[src/rtl/cgp_defines.vh]
// Function
// - mic amp gain-in-use is a 3-bit read-only field, -6 dB at 000 to 36 dB at 111 in 6 dB steps, reset 001.
// - input mixer gain-in-use is a 4-bit read-only field, -4.5 dB at 0000 to 18.0 dB at 1111 in 1.5 dB steps.
// - left ADC digital gain-in-use is 7 bits read-only, 0x00 = -83.25 dB, 0.75 dB steps, 0x6F = 0 dB, 0x7F = 12 dB.
// - each DAC digital gain-in-use is 7 bits read-only, 0x00-0x07 mute, 0x08 = -77.25 dB, 0.75 dB steps to 12 dB.
// - each headphone gain-in-use is 6 bits read-only, 000000 = -57 dB, 1 dB steps, 111001 = 0 dB, 111111 = 6 dB.
// - mic input source is 2 bits: 00 differential, 01 positive pin, 10 negative pin, 11 reserved.
// - reference bit 4 picks slow low-noise charge (0) or fast high-noise charge (1), reset 0.
// - reference bit 3 enables the master bias for all analog circuitry, reset 1.
// - input mixer select bit 0 connects nothing (0) or the mic amp output (1), reset 0.
// - input mixer gain control is 4 bits read/write in the status encoding, reset 0x3 = 0 dB.
// - left ADC gain control is 7 bits read/write in the status encoding, reset 0x6F = 0 dB.
`ifndef CGP_DEFINES_VH
`define CGP_DEFINES_VH

// ----------------------------------------
// register offsets
// ----------------------------------------
`define CGP_OFF_MIC_NOW      8'h06
`define CGP_OFF_MIXIN_NOW    8'h08
`define CGP_OFF_ADC_NOW      8'h0A
`define CGP_OFF_DAC_L_NOW    8'h0C
`define CGP_OFF_DAC_R_NOW    8'h0D
`define CGP_OFF_HP_L_NOW     8'h0E
`define CGP_OFF_HP_R_NOW     8'h0F
`define CGP_OFF_MIC_SRC      8'h10
`define CGP_OFF_REF_BIAS     8'h32
`define CGP_OFF_MIXIN_SRC    8'h33
`define CGP_OFF_MIXIN_SET    8'h34
`define CGP_OFF_ADC_SET      8'h36
`define CGP_OFF_RAMP_BUSY    8'h3F

// ----------------------------------------
// field positions and codes
// ----------------------------------------
`define CGP_BIT_FAST_CHARGE  4
`define CGP_BIT_BIAS_EN      3
`define CGP_MIC_SRC_RSVD     2'h3

// ----------------------------------------
// reset values
// ----------------------------------------
`define CGP_RST_MIC_NOW      3'h1
`define CGP_RST_MIXIN_NOW    4'h0
`define CGP_RST_ADC_NOW      7'h00
`define CGP_RST_DAC_NOW      7'h00
`define CGP_RST_HP_NOW       6'h00
`define CGP_RST_MIC_SRC      2'h0
`define CGP_RST_FAST_CHARGE  1'h0
`define CGP_RST_BIAS_EN      1'h1
`define CGP_RST_MIXIN_SRC    1'h0
`define CGP_RST_MIXIN_SET    4'h3
`define CGP_RST_ADC_SET      7'h6F

// ----------------------------------------
// timing
// ----------------------------------------
`define CGP_CLK_NS           40
`define CGP_RAMP_STEP_NS     1000
`define CGP_RAMP_STEP_CYC    ((`CGP_RAMP_STEP_NS + `CGP_CLK_NS - 1) / `CGP_CLK_NS)
`define CGP_STEP_CNT_W       5

`endif

[src/rtl/cgp_gain_track.v]
`include "cgp_defines.vh"

module cgp_gain_track #(
    parameter            W     = 7,
    parameter [W-1:0]    RST   = {W{1'b0}}
) (
    input  wire          i_clk,
    input  wire          i_reset_n,
    input  wire          i_step,
    input  wire          i_ramp_en,
    input  wire [W-1:0]  i_target,
    output reg  [W-1:0]  o_applied,
    output reg           o_busy
);

    reg [W-1:0] next_applied;

    // ----------------------------------------
    // one code per step tick while ramping
    // ----------------------------------------
    always @* begin
        next_applied = o_applied;
        if (!i_ramp_en) begin
            next_applied = i_target;
        end else if (i_step && (o_applied < i_target)) begin
            next_applied = o_applied + {{(W-1){1'b0}}, 1'b1};
        end else if (i_step && (o_applied > i_target)) begin
            next_applied = o_applied - {{(W-1){1'b0}}, 1'b1};
        end
    end

    always @(posedge i_clk) begin
        if (!i_reset_n) begin
            o_applied <= RST;
            o_busy    <= 1'b0;
        end else begin
            o_applied <= next_applied;
            o_busy    <= (next_applied != i_target);
        end
    end

endmodule

[src/rtl/cgp_registers.v]
// Chosen here: the plain strobed port.
`include "cgp_defines.vh"

module cgp_registers (
    input  wire        i_clk,
    input  wire        i_reset_n,
    input  wire [7:0]  i_addr,
    input  wire [7:0]  i_wdata,
    input  wire        i_wr,
    input  wire        i_rd,
    output reg  [7:0]  o_rdata,
    input  wire [2:0]  i_mic_gain_set,
    input  wire [6:0]  i_dac_left_gain_set,
    input  wire [6:0]  i_dac_right_gain_set,
    input  wire [5:0]  i_hp_left_gain_set,
    input  wire [5:0]  i_hp_right_gain_set,
    input  wire        i_mic_ramp_en,
    input  wire        i_mixin_ramp_en,
    input  wire        i_adc_ramp_en,
    input  wire        i_dac_left_ramp_en,
    input  wire        i_dac_right_ramp_en,
    input  wire        i_hp_left_ramp_en,
    input  wire        i_hp_right_ramp_en,
    output reg  [1:0]  o_mic_in_sel,
    output reg         o_vmid_fast_charge,
    output reg         o_bias_en,
    output reg         o_mixin_mic_connect,
    output wire [2:0]  o_mic_gain_applied,
    output wire [3:0]  o_mixin_gain_applied,
    output wire [6:0]  o_adc_left_gain_applied,
    output wire [6:0]  o_dac_left_gain_applied,
    output wire [6:0]  o_dac_right_gain_applied,
    output wire [5:0]  o_headphone_left_gain_applied,
    output wire [5:0]  o_headphone_right_gain_applied
);

    // ----------------------------------------
    // control registers
    // ----------------------------------------
    reg  [3:0]                  mixin_gain_set;
    reg  [6:0]                  adc_gain_set;
    reg  [`CGP_STEP_CNT_W-1:0]  step_cnt;
    reg                         step;
    reg  [7:0]                  next_rdata;

    wire                        mic_busy;
    wire                        mixin_busy;
    wire                        adc_busy;
    wire                        dac_l_busy;
    wire                        dac_r_busy;
    wire                        hp_l_busy;
    wire                        hp_r_busy;

    // counter width must cover the step time in clocks
    localparam integer               STEP_LAST_INT = `CGP_RAMP_STEP_CYC - 1;
    localparam [`CGP_STEP_CNT_W-1:0] STEP_LAST     = STEP_LAST_INT[`CGP_STEP_CNT_W-1:0];

    // ----------------------------------------
    // address decode
    // ----------------------------------------
    function hit;
        input [7:0] addr;
        input [7:0] off;
        begin
            hit = (addr == off);
        end
    endfunction

    wire wr_mic_src   = i_wr && hit(i_addr, `CGP_OFF_MIC_SRC);
    wire wr_ref_bias  = i_wr && hit(i_addr, `CGP_OFF_REF_BIAS);
    wire wr_mixin_src = i_wr && hit(i_addr, `CGP_OFF_MIXIN_SRC);
    wire wr_mixin_set = i_wr && hit(i_addr, `CGP_OFF_MIXIN_SET);
    wire wr_adc_set   = i_wr && hit(i_addr, `CGP_OFF_ADC_SET);

    // ----------------------------------------
    // ramp step divider
    // ----------------------------------------
    // shared tick keeps all paths ramping at one rate
    always @(posedge i_clk) begin
        if (!i_reset_n) begin
            step_cnt <= {`CGP_STEP_CNT_W{1'b0}};
            step     <= 1'b0;
        end else if (step_cnt == STEP_LAST) begin
            step_cnt <= {`CGP_STEP_CNT_W{1'b0}};
            step     <= 1'b1;
        end else begin
            step_cnt <= step_cnt + {{(`CGP_STEP_CNT_W-1){1'b0}}, 1'b1};
            step     <= 1'b0;
        end
    end

    // ----------------------------------------
    // writes
    // ----------------------------------------
    always @(posedge i_clk) begin
        if (!i_reset_n) begin
            o_mic_in_sel        <= `CGP_RST_MIC_SRC;
            o_vmid_fast_charge  <= `CGP_RST_FAST_CHARGE;
            o_bias_en           <= `CGP_RST_BIAS_EN;
            o_mixin_mic_connect <= `CGP_RST_MIXIN_SRC;
            mixin_gain_set      <= `CGP_RST_MIXIN_SET;
            adc_gain_set        <= `CGP_RST_ADC_SET;
        end else begin
            // reserved source code dropped, old source kept
            if (wr_mic_src && (i_wdata[1:0] != `CGP_MIC_SRC_RSVD)) begin
                o_mic_in_sel <= i_wdata[1:0];
            end
            if (wr_ref_bias) begin
                o_vmid_fast_charge <= i_wdata[`CGP_BIT_FAST_CHARGE];
                o_bias_en          <= i_wdata[`CGP_BIT_BIAS_EN];
            end
            if (wr_mixin_src) begin
                o_mixin_mic_connect <= i_wdata[0];
            end
            if (wr_mixin_set) begin
                mixin_gain_set <= i_wdata[3:0];
            end
            if (wr_adc_set) begin
                adc_gain_set <= i_wdata[6:0];
            end
        end
    end

    // ----------------------------------------
    // applied gain trackers
    // ----------------------------------------
    cgp_gain_track #(
        .W        (3),
        .RST      (`CGP_RST_MIC_NOW)
    ) u_mic (
        .i_clk     (i_clk),
        .i_reset_n (i_reset_n),
        .i_step    (step),
        .i_ramp_en (i_mic_ramp_en),
        .i_target  (i_mic_gain_set),
        .o_applied (o_mic_gain_applied),
        .o_busy    (mic_busy)
    );

    cgp_gain_track #(
        .W        (4),
        .RST      (`CGP_RST_MIXIN_NOW)
    ) u_mixin (
        .i_clk     (i_clk),
        .i_reset_n (i_reset_n),
        .i_step    (step),
        .i_ramp_en (i_mixin_ramp_en),
        .i_target  (mixin_gain_set),
        .o_applied (o_mixin_gain_applied),
        .o_busy    (mixin_busy)
    );

    cgp_gain_track #(
        .W        (7),
        .RST      (`CGP_RST_ADC_NOW)
    ) u_adc (
        .i_clk     (i_clk),
        .i_reset_n (i_reset_n),
        .i_step    (step),
        .i_ramp_en (i_adc_ramp_en),
        .i_target  (adc_gain_set),
        .o_applied (o_adc_left_gain_applied),
        .o_busy    (adc_busy)
    );

    // codes below 0x08 ramp through mute like any other code
    cgp_gain_track #(
        .W        (7),
        .RST      (`CGP_RST_DAC_NOW)
    ) u_dac_l (
        .i_clk     (i_clk),
        .i_reset_n (i_reset_n),
        .i_step    (step),
        .i_ramp_en (i_dac_left_ramp_en),
        .i_target  (i_dac_left_gain_set),
        .o_applied (o_dac_left_gain_applied),
        .o_busy    (dac_l_busy)
    );

    cgp_gain_track #(
        .W        (7),
        .RST      (`CGP_RST_DAC_NOW)
    ) u_dac_r (
        .i_clk     (i_clk),
        .i_reset_n (i_reset_n),
        .i_step    (step),
        .i_ramp_en (i_dac_right_ramp_en),
        .i_target  (i_dac_right_gain_set),
        .o_applied (o_dac_right_gain_applied),
        .o_busy    (dac_r_busy)
    );

    cgp_gain_track #(
        .W        (6),
        .RST      (`CGP_RST_HP_NOW)
    ) u_hp_l (
        .i_clk     (i_clk),
        .i_reset_n (i_reset_n),
        .i_step    (step),
        .i_ramp_en (i_hp_left_ramp_en),
        .i_target  (i_hp_left_gain_set),
        .o_applied (o_headphone_left_gain_applied),
        .o_busy    (hp_l_busy)
    );

    cgp_gain_track #(
        .W        (6),
        .RST      (`CGP_RST_HP_NOW)
    ) u_hp_r (
        .i_clk     (i_clk),
        .i_reset_n (i_reset_n),
        .i_step    (step),
        .i_ramp_en (i_hp_right_ramp_en),
        .i_target  (i_hp_right_gain_set),
        .o_applied (o_headphone_right_gain_applied),
        .o_busy    (hp_r_busy)
    );

    // ----------------------------------------
    // read mux
    // ----------------------------------------
    // reserved bits and unmapped offsets read as zero
    always @* begin
        next_rdata = 8'h00;
        case (i_addr)
            `CGP_OFF_MIC_NOW: begin
                next_rdata = {5'h00, o_mic_gain_applied};
            end
            `CGP_OFF_MIXIN_NOW: begin
                next_rdata = {4'h0, o_mixin_gain_applied};
            end
            `CGP_OFF_ADC_NOW: begin
                next_rdata = {1'h0, o_adc_left_gain_applied};
            end
            `CGP_OFF_DAC_L_NOW: begin
                next_rdata = {1'h0, o_dac_left_gain_applied};
            end
            `CGP_OFF_DAC_R_NOW: begin
                next_rdata = {1'h0, o_dac_right_gain_applied};
            end
            `CGP_OFF_HP_L_NOW: begin
                next_rdata = {2'h0, o_headphone_left_gain_applied};
            end
            `CGP_OFF_HP_R_NOW: begin
                next_rdata = {2'h0, o_headphone_right_gain_applied};
            end
            `CGP_OFF_MIC_SRC: begin
                next_rdata = {6'h00, o_mic_in_sel};
            end
            `CGP_OFF_REF_BIAS: begin
                next_rdata = {3'h0, o_vmid_fast_charge, o_bias_en, 3'h0};
            end
            `CGP_OFF_MIXIN_SRC: begin
                next_rdata = {7'h00, o_mixin_mic_connect};
            end
            `CGP_OFF_MIXIN_SET: begin
                next_rdata = {4'h0, mixin_gain_set};
            end
            `CGP_OFF_ADC_SET: begin
                next_rdata = {1'h0, adc_gain_set};
            end
            `CGP_OFF_RAMP_BUSY: begin
                next_rdata = {1'h0, hp_r_busy, hp_l_busy, dac_r_busy,
                              dac_l_busy, adc_busy, mixin_busy, mic_busy};
            end
            default: begin
                next_rdata = 8'h00;
            end
        endcase
    end

    // data stand only in the cycle after the read strobe
    always @(posedge i_clk) begin
        if (!i_reset_n) begin
            o_rdata <= 8'h00;
        end else if (i_rd) begin
            o_rdata <= next_rdata;
        end else begin
            o_rdata <= 8'h00;
        end
    end

endmodule

[config.mk]
export PLATFORM = sky130hd
export DESIGN_NAME = cgp_registers
export DESIGN_NICKNAME = d
export VERILOG_FILES = /design/src/rtl/cgp_gain_track.v /design/src/rtl/cgp_registers.v
export VERILOG_INCLUDE_DIRS = /design/src /design/src/rtl
export SDC_FILE = /design/constraint.sdc
export NUM_CORES = 1
export LEC_CHECK = 0
export CORE_MARGIN = 1
export CORE_UTILIZATION = 30
export DETAILED_ROUTE_END_ITERATION = 10
export DONT_BUFFER_PORTS = 1
export HOLD_SLACK_MARGIN = 0.06
export MAX_ROUTING_LAYER = met4
export PLACE_DENSITY_LB_ADDON = 0.05
export SETUP_SLACK_MARGIN = 0.5
export SYNTH_ARGS = -nofsm -noshare
export SYNTH_HDL_FRONTEND = slang
export SYNTH_SLANG_ARGS = --single-unit
[constraint.sdc]
create_clock -name i_clk -period 3.7 [get_ports i_clk]
set_input_delay 0.74 -clock i_clk [delete_from_list [all_inputs] [get_ports i_clk]]
set_output_delay 0.74 -clock i_clk [all_outputs]
set_load 0.01 [all_outputs]
==> out/metrics.csv, run 1 <==
stage;metric;value;unit
clocking;Longest Clk Path Bufs;2;
floorplan;die height;154;um
run_status;run status;finished clean;
floorplan;num ports;109;
drt;DRC violation total after the first TritonRoute iteration;375;
cells_and_area;commonest non-fill, non-tap cells in the layout;sky130_fd_sc_hd__nor2_1 (78), sky130_fd_sc_hd__dfxtp_1 (73), sky130_fd_sc_hd__nand2_1 (66), sky130_fd_sc_hd__inv_1 (60), sky130_fd_sc_hd__ha_1 (56);
drt;DRC viols;0;
timing;Hold Vio Cnt, Final;0;
clocking;clock transition at the register clock pins on the worst setup and hold paths after CTS;70;ps
clocking;setup fix buffers added after clock tree synthesis;0;
worst_hold_path;Worst Hold Class;input pin to register;
timing;achievable clock frequency;0.333;GHz
placed_design;final weighted congestion in routability-driven placement;0.864;
yosys;ys flop type;sky130_fd_sc_hd__dfxtp_1;
power;Lkg Pwr;3.12;nW
floorplan;Placement Rows;55;
yosys;FFs w/ async S/R, synth;0;%
grt;wire length of the first global-routing pass;37200;um
cells_and_area;most common library cell in the layout ignoring fill and taps;sky130_fd_sc_hd__nor2_1;
yosys;mean area per synthesized cell;8.08;sq um
drt;WL met1;10500;um
grt;aggregate global-route resource usage;20.9;%
placed_design;PortBufs;0;
grt;antenna violations before repair;0;
clocking;CTS resizes;0;
floorplan;horizontal extent of the die;154;um
setup_path;worst setup slack for register-to-register paths;730;ps
timing;Total Neg Setup Slack;0;ps
clocking;number of buffers created by CTS;9;
setup_path;arrival time reported for the critical path endpoint;3230;ps
drt;detailed route wirelength on metal3;1500;um
drt;routed vias/inst;5.82;
job;Max Cap Viol;0;
timing;slew of the pin with the lowest slew margin;1050;ps
yosys;area of the mapped netlist;0.00695;sq mm
yosys;area share of the largest cell type after synthesis;21.9;%
power;cell area power density;330;mW/mm^2
setup_path;R2R Path End;u_dac_r.o_busy;
setup_path;peak fanout along the critical path;8;
yosys;yosys synthesis warning count;0;
yosys;count of flip-flops with a built-in enable after synthesis;0;
setup_path;Worst Setup Start Kind;input pin;
drt;via total after detailed routing;6589;
yosys;sequential fraction of the synthesis area;21.9;%
cells_and_area;final net count;955;
grt;residual overflow from global routing;0;
grt;via count of the first global-routing pass;6504;
drt;detailed route wirelength on metal2;11400;um
drt;highest signal layer in the routed design;met4;
drt;post-detailed-routing wire length;23900;um
clocking;clock insertion delay at the later pin of the skew report;350;ps
clocking;CTS tree;built;
setup_path;Worst Path Required;3930;ps
timing;post-layout minimum cycle time;3000;ps
timing;share of the clock period used by the worst path after layout;81.1;%
cells_and_area;end-of-flow core utilization;33.7;%
setup_path;worst r2r path cells;8;
yosys;dominant cell type by area after synthesis;sky130_fd_sc_hd__dfxtp_1;
setup_path;slowest cell on the critical path;sky130_fd_sc_hd__o41a_1;
drt;remaining antenna violation count after routing;0;
yosys;syn_nets;972;
clocking;level count of the clock H-tree;3;
grt;pin count of the biggest net entering global routing;33;
setup_path;worst reg2reg path startpoint;u_dac_r.o_applied[4];
yosys;synthesized flop and latch total;76;
timing;number of endpoints failing setup at the final stage;0;
placed_design;placed wire-length estimate after detailed placement;18200;um
floorplan;area enclosed by the die boundary;0.0238;sq mm
setup_path;critical path class;input pin to register;
drt;Pre-antenna DRT Iters;5;
cells_and_area;share of cells above drive strength 1;8.02;%
timing;largest clock skew in the final design;8.41;ps
clocking;cell chosen for the clock root;sky130_fd_sc_hd__clkbuf_16;
cells_and_area;number of inserted diodes;0;
setup_path;chain of cells forming the critical path;inv_1 -> ha_1 -> a211oi_1 -> o21bai_2 -> nor3_4 -> mux2_2 -> nor4_1 -> nand4_1 -> o41a_1;
setup_path;crit path capture;u_dac_r.o_busy;
timing;Max transition margin;29.8;%
setup_path;crit-path max cell delay;450;ps
yosys;count of unique library cells instantiated by Yosys;84;
yosys;synthesized instance count;860;
setup_path;critical path startpoint;i_dac_right_gain_set[4];
floorplan;starting utilization of the core area;30.6;%
timing;Max Slew Vio Count;0;
timing;RSZ-0062 raised after global routing;no;
clocking;hold bufs inserted after CTS;0;
drt;post-detailed-route wirelength per cell;21.1;um
setup_path;Worst setup EP type;register;
floorplan;total core area;0.0227;sq mm
clocking;total clock sinks;76;
cells_and_area;area added between synthesis and finish;10.0;%
power;IR Drop Worst-Case VDD;0.209;mV
yosys;Synth area leaders;sky130_fd_sc_hd__dfxtp_1 (22%), sky130_fd_sc_hd__ha_1 (10%), sky130_fd_sc_hd__xnor3_1 (4.5%), sky130_fd_sc_hd__mux2i_1 (4.3%), sky130_fd_sc_hd__nor2_1 (4.2%);
-- Yosys cell counts (7+ instances only) --
cell / instances
sky130_fd_sc_hd__nor4_1: 11
sky130_fd_sc_hd__nand4_1: 20
sky130_fd_sc_hd__buf_2: 8
sky130_fd_sc_hd__nand3b_1: 8
sky130_fd_sc_hd__a221oi_1: 7
sky130_fd_sc_hd__o21ai_0: 24
sky130_fd_sc_hd__and3_1: 13
sky130_fd_sc_hd__ha_1: 56
sky130_fd_sc_hd__xnor3_1: 14
sky130_fd_sc_hd__nand3_1: 35
sky130_fd_sc_hd__o211ai_1: 10
sky130_fd_sc_hd__clkbuf_1: 32
sky130_fd_sc_hd__a31oi_1: 13
sky130_fd_sc_hd__nor2_1: 78
sky130_fd_sc_hd__a22oi_1: 8
sky130_fd_sc_hd__inv_1: 60
sky130_fd_sc_hd__o22ai_1: 7
sky130_fd_sc_hd__o21a_1: 10
sky130_fd_sc_hd__and2_1: 14
sky130_fd_sc_hd__a21oi_1: 32
sky130_fd_sc_hd__o2111a_1: 7
sky130_fd_sc_hd__nor3_1: 12
sky130_fd_sc_hd__nand2_1: 66
sky130_fd_sc_hd__a211oi_1: 21
sky130_fd_sc_hd__mux2_2: 8
sky130_fd_sc_hd__mux2i_1: 30
sky130_fd_sc_hd__dfxtp_1: 76
sky130_fd_sc_hd__xor2_1: 10
sky130_fd_sc_hd__xnor2_1: 33
-- layer usage --
metal	vias up	global-route usage, %
li1	3180	-
met5	-	-
met4	0	7.19
met1	3194	25.0
met3	26	4.34
met2	189	34.7
-- power by group --
part,switching (mW),internal [mW]
clock,0.412,0.733
sequential,0.0712,0.856
combinational,0.243,0.206
total,0.726,1.80
-- flip-flops by register name, indices dropped and copies added, names as in the netlist, 5 cells and up --
name               count
o_rdata                7
u_dac_l.o_applied      7
u_hp_r.o_applied       6
adc_gain_set           7
step_cnt               5
u_hp_l.o_applied       6
u_dac_r.o_applied      7
u_adc.o_applied        7
-- cells by family after synthesis --
logic type                 after synthesis  share of synthesized area [%]
AOI/OAI and AO/OA                      217                           23.3
xor gates and xnor gates                57                           9.96
adders and majority gates               56                           10.1
buffers and inverters                  108                           6.19
DFF                                     76                           21.9
muxes                                   38                           5.62
other                                    1                         0.0540
and+or+nand+nor                        307                           22.9
-- worst min path at each step --
stage | start | end | cells past startpoint
4_1_cts | i_reset_n | u_mic.o_applied[0] | 1
3_5_place_dp | step_cnt[0] | step_cnt[0] | 1
6_report | i_reset_n | u_mic.o_applied[0] | 1
3_3_place_gp | step_cnt[0] | step_cnt[0] | 1
2_1_floorplan | step_cnt[0] | step_cnt[0] | 1
5_1_grt | i_reset_n | u_mic.o_applied[0] | 1
-- layout make-up --
cell class	count	area [sq um]
tap	285	357
clock inverter	7	146
sequential	76	1530
inverter	61	229
clock buffer	9	225
timing repair buffer	19	155
fill	2384	15100
multi-input combinational	676	5010
-- worst max-delay path, delay by kind of cell --
kind | cells | cell delay (ps)
mux | 1 | 370
fa+ha+maj | 1 | 310
compound gates | 3 | 980
simple gates | 3 | 800
buf+inv | 1 | 30
-- per-stage QoR --
stage                     area, sq um  cells  setup slack [ps]  hold WS (ps)  total power, mW
final                            7640   1133               701           460             2.52
after CTS                        7640   1133               578           440             2.56
after global routing             7640   1133               592           452             2.64
after detailed placement         7270   1117               346           458             1.39
after floorplan                  6960    860               547           430             1.29
after global placement           7270   1117               386           449             1.38
(Power assumes the default switching activity.)
==> inputs of run 2 (changes only) <==
--- a/config.mk
+++ b/config.mk
@@ -6,6 +6,7 @@
 export SDC_FILE = /design/constraint.sdc
 export NUM_CORES = 1
 export LEC_CHECK = 0
+export ABC_AREA = 1
 export CORE_MARGIN = 1
 export CORE_UTILIZATION = 30
 export DETAILED_ROUTE_END_ITERATION = 10
==> constraint.sdc (replaced) <==
create_clock -name i_clk -period 2.9 [get_ports i_clk]
set_input_delay 0.58 -clock i_clk [delete_from_list [all_inputs] [get_ports i_clk]]
set_output_delay 0.58 -clock i_clk [all_outputs]
set_load 0.01 [all_outputs]
==> out/metrics.csv, run 2 <==
stage;metric;value;unit;change
run_status;run status;finished clean;;unchanged
grt;residual overflow from global routing;0;;unchanged
clocking;clock insertion delay at the later pin of the skew report;350;ps;about the same
floorplan;total core area;0.0229;sq mm;was 0.0227 sq mm
yosys;most common cell in the synthesized netlist;sky130_fd_sc_hd__nand2_1;;was sky130_fd_sc_hd__nor2_1
drt;DRC violation total after the first TritonRoute iteration;412;;was 375
timing;slew of the pin with the lowest slew margin;517;ps;was 1050 ps
yosys;yosys synthesis warning count;0;;unchanged
drt;post-detailed-routing wire length;23200;um;was 23900 um
setup_path;Worst Setup Start Kind;register;;was input pin
cells_and_area;area occupied by registers;0.00156;sq mm;was 0.00153 sq mm
timing;largest clock skew in the final design;6.33;ps;was 8.41 ps
drt;Pre-antenna DRT Iters;5;;unchanged
timing;post-layout minimum cycle time;2230;ps;
yosys;mean area per synthesized cell;6.36;sq um;was 8.08 sq um
timing;share of the clock period used by the worst path after layout;76.8;%;
placed_design;placed wire-length estimate after detailed placement;18400;um;was 18200 um
clocking;Longest Clk Path Bufs;2;;unchanged
drt;DRC viols;0;;unchanged
yosys;dominant cell type by area after synthesis;sky130_fd_sc_hd__dfxtp_1;;unchanged
yosys;FFs w/ async S/R, synth;0;%;unchanged
setup_path;peak fanout along the critical path;7;;was 8
timing;Max Slew Vio Count;0;;unchanged
clocking;level count of the clock H-tree;3;;unchanged
clocking;clock transition at the register clock pins on the worst setup and hold paths after CTS;70;ps;about the same
power;cell area power density;374;mW/mm^2;was 330 mW/mm^2
yosys;ys flop type;sky130_fd_sc_hd__dfxtp_1;;unchanged
floorplan;num ports;109;;unchanged
yosys;count of flip-flops with a built-in enable after synthesis;0;;unchanged
setup_path;chain of cells forming the critical path;inv_1 -> ha_1 -> nand2_2 -> a21oi_2 -> nor2_4 -> nand2_4 -> nor2_2 -> nand2_1 -> nand3_1 -> nand2_1 -> nand3_1 -> nand2_1 -> nor2_1 -> nand2_1 -> nor2_2 -> nor2_1;;was inv_1 -> ha_1 -> a211oi_1 -> o21bai_2 -> nor3_4 -> mux2_2 -> nor4_1 -> nand4_1 -> o41a_1
cells_and_area;count of fill cells added during filler insertion;2552;;was 2384
grt;via count of the first global-routing pass;6499;;was 6504
yosys;count of unique library cells instantiated by Yosys;54;;was 84
yosys;Commonest cells post-synth;sky130_fd_sc_hd__nand2_1 (274), sky130_fd_sc_hd__inv_1 (150), sky130_fd_sc_hd__nand3_1 (119);;was sky130_fd_sc_hd__nor2_1 (78), sky130_fd_sc_hd__dfxtp_1 (76), sky130_fd_sc_hd__nand2_1 (66)
job;Max Cap Viol;0;;unchanged
yosys;syn_nets;1227;;was 972
grt;pin count of the biggest net entering global routing;38;;was 33
grt;wire length of the first global-routing pass;36500;um;was 37200 um
setup_path;arrival time reported for the critical path endpoint;2470;ps;was 3230 ps
yosys;area share of the largest cell type after synthesis;21.5;%;was 21.9%
drt;routed vias/inst;4.90;;was 5.82
timing;Max transition margin;65.3;%;was 29.8%
floorplan;starting utilization of the core area;30.9;%;was 30.6%
setup_path;slowest cell on the critical path;sky130_fd_sc_hd__dfxtp_1;;was sky130_fd_sc_hd__o41a_1
floorplan;die height;156;um;was 154 um
setup_path;Worst Path Required;3140;ps;was 3930 ps
drt;remaining antenna violation count after routing;0;;unchanged
floorplan;area enclosed by the die boundary;0.0243;sq mm;was 0.0238 sq mm
timing;number of endpoints failing setup at the final stage;0;;unchanged
clocking;total clock sinks;76;;unchanged
setup_path;cell type group with the largest total delay on the critical path;simple AND/OR/NAND/NOR gates;;was compound AO/OA/AOI/OAI gates
setup_path;worst path buffer plus inverter count;1;;unchanged
cells_and_area;final net count;1251;;was 955
timing;Total Neg Setup Slack;0;ps;unchanged
cells_and_area;most common library cell in the layout ignoring fill and taps;sky130_fd_sc_hd__nand2_1;;was sky130_fd_sc_hd__nor2_1
power;IR Drop Worst-Case VDD;0.255;mV;was 0.209 mV
yosys;synthesized flop and latch total;76;;unchanged
drt;via total after detailed routing;7136;;was 6589
placed_design;dpl cells;1434;;was 1117
cells_and_area;final standard cell count with taps included and fillers excluded;1457;;was 1133
setup_path;Worst setup EP type;register;;unchanged
worst_hold_path;Worst Hold Class;input pin to register;;unchanged
cells_and_area;number of inserted diodes;0;;unchanged
setup_path;critical path class;register to register;;was input pin to register
placed_design;final weighted congestion in routability-driven placement;0.825;;was 0.864
clocking;hold bufs inserted after CTS;0;;unchanged
yosys;Synth area leaders;sky130_fd_sc_hd__dfxtp_1 (21%), sky130_fd_sc_hd__nand2_1 (15%), sky130_fd_sc_hd__ha_1 (9.9%), sky130_fd_sc_hd__nand3_1 (8.4%), sky130_fd_sc_hd__inv_1 (7.9%);;was sky130_fd_sc_hd__dfxtp_1 (22%), sky130_fd_sc_hd__ha_1 (10%), sky130_fd_sc_hd__xnor3_1 (4.5%), sky130_fd_sc_hd__mux2i_1 (4.3%), sky130_fd_sc_hd__nor2_1 (4.2%)
clocking;number of buffers created by CTS;9;;unchanged
floorplan;horizontal extent of the die;156;um;was 154 um
clocking;cell chosen for the clock root;sky130_fd_sc_hd__clkbuf_16;;unchanged
cells_and_area;area added between synthesis and finish;14.0;%;was 10.0%
cells_and_area;commonest non-fill, non-tap cells in the layout;sky130_fd_sc_hd__nand2_1 (272), sky130_fd_sc_hd__inv_1 (148), sky130_fd_sc_hd__nand3_1 (118), sky130_fd_sc_hd__nor2_1 (102), sky130_fd_sc_hd__dfxtp_1 (61);;was sky130_fd_sc_hd__nor2_1 (78), sky130_fd_sc_hd__dfxtp_1 (73), sky130_fd_sc_hd__nand2_1 (66), sky130_fd_sc_hd__inv_1 (60), sky130_fd_sc_hd__ha_1 (56)
yosys;area of the mapped netlist;0.00709;sq mm;was 0.00695 sq mm
power;Lkg Pwr;3.92;nW;was 3.12 nW
yosys;synthesized instance count;1115;;was 860
grt;aggregate global-route resource usage;19.9;%;was 20.9%
cells_and_area;area used by multi-input combinational logic;0.00490;sq mm;was 0.00501 sq mm
setup_path;most used cell, CP;sky130_fd_sc_hd__nand2_1;;
drt;post-detailed-route wirelength per cell;15.9;um;was 21.1 um
timing;Hold Vio Cnt, Final;0;;unchanged
yosys;sequential fraction of the synthesis area;21.5;%;was 21.9%
timing;RSZ-0062 raised after global routing;no;;unchanged
cells_and_area;share of cells above drive strength 1;13.5;%;was 8.02%
floorplan;Placement Rows;55;;unchanged
timing;achievable clock frequency;0.449;GHz;
clocking;CTS tree;built;;unchanged
grt;antenna violations before repair;0;;unchanged
placed_design;PortBufs;0;;unchanged
setup_path;crit-path max cell delay;360;ps;was 450 ps
run 2: layer usage:
metal	vias to the layer above	track usage [%]	part of all wire (%)
li1	3770	-	-
met2	125	32.3	46
met4	0	3.08	0.52
met1	3232	25.4	48
met5	-	-	0
met3	9	4.83	5.1
run 2: layout make-up:
cell class	instances	share of cell area, %
multi-input cells	853	60.6
inverters	157	7.39
well taps	313	4.84
clock inverters	7	0.928
clock buffers	9	2.78
repair buffers	42	4.21
flip-flops and latches	76	19.2
run 2: kinds of logic (layout without fill, tap and decap cells):
| logic type | Yosys count | after routing | share of synthesized area (%) |
|---|---|---|---|
| and+or+nand+nor | 633 | 633 | 43.1 |
| buffers and inverters | 186 | 215 | 10.5 |
| AOI/OAI and AO/OA | 145 | 145 | 12.8 |
| DFF | 76 | 76 | 21.5 |
| adders and majority gates | 56 | 56 | 9.88 |
| xor gates and xnor gates | 18 | 18 | 2.22 |
| other | 1 | 1 | 0.0529 |
run 2: final timing paths:
kind,from,endpoint,slack (ps),cells past startpoint
hold / removal,i_reset_n,u_mic.o_applied[0],300,1
setup / recovery,adc_gain_set[5],u_adc.o_busy,670,16
setup reg to reg,adc_gain_set[5],u_adc.o_busy,670,16
hold reg to reg,step_cnt[0],step_cnt[0],470,1
run 2: where the power goes:
part           switching (mW)  total, mW  internal (mW)
combinational           0.422      0.668          0.246
sequential             0.0572       1.15           1.09
clock                   0.536       1.21          0.673
run 2: per-stage QoR:
stage	power [mW]	util [%]	cell area, sq um	setup WS (ps)	hold slack (ps)
after CTS	3.06	34.5	7910	509	286
after global placement	1.83	33.2	7610	409	452
after floorplan	1.67	-	7090	728	430
after global routing	3.21	35.3	8090	501	281
final	3.03	35.3	8090	673	298
after detailed placement	1.83	33.2	7610	409	460
run 2: repair_timing:
item	4_1_cts	5_1_grt
resized for setup	0	36
endpoints found under the hold margin	0	0
endpoints found under the setup margin	0	6
setup buffers	0	7
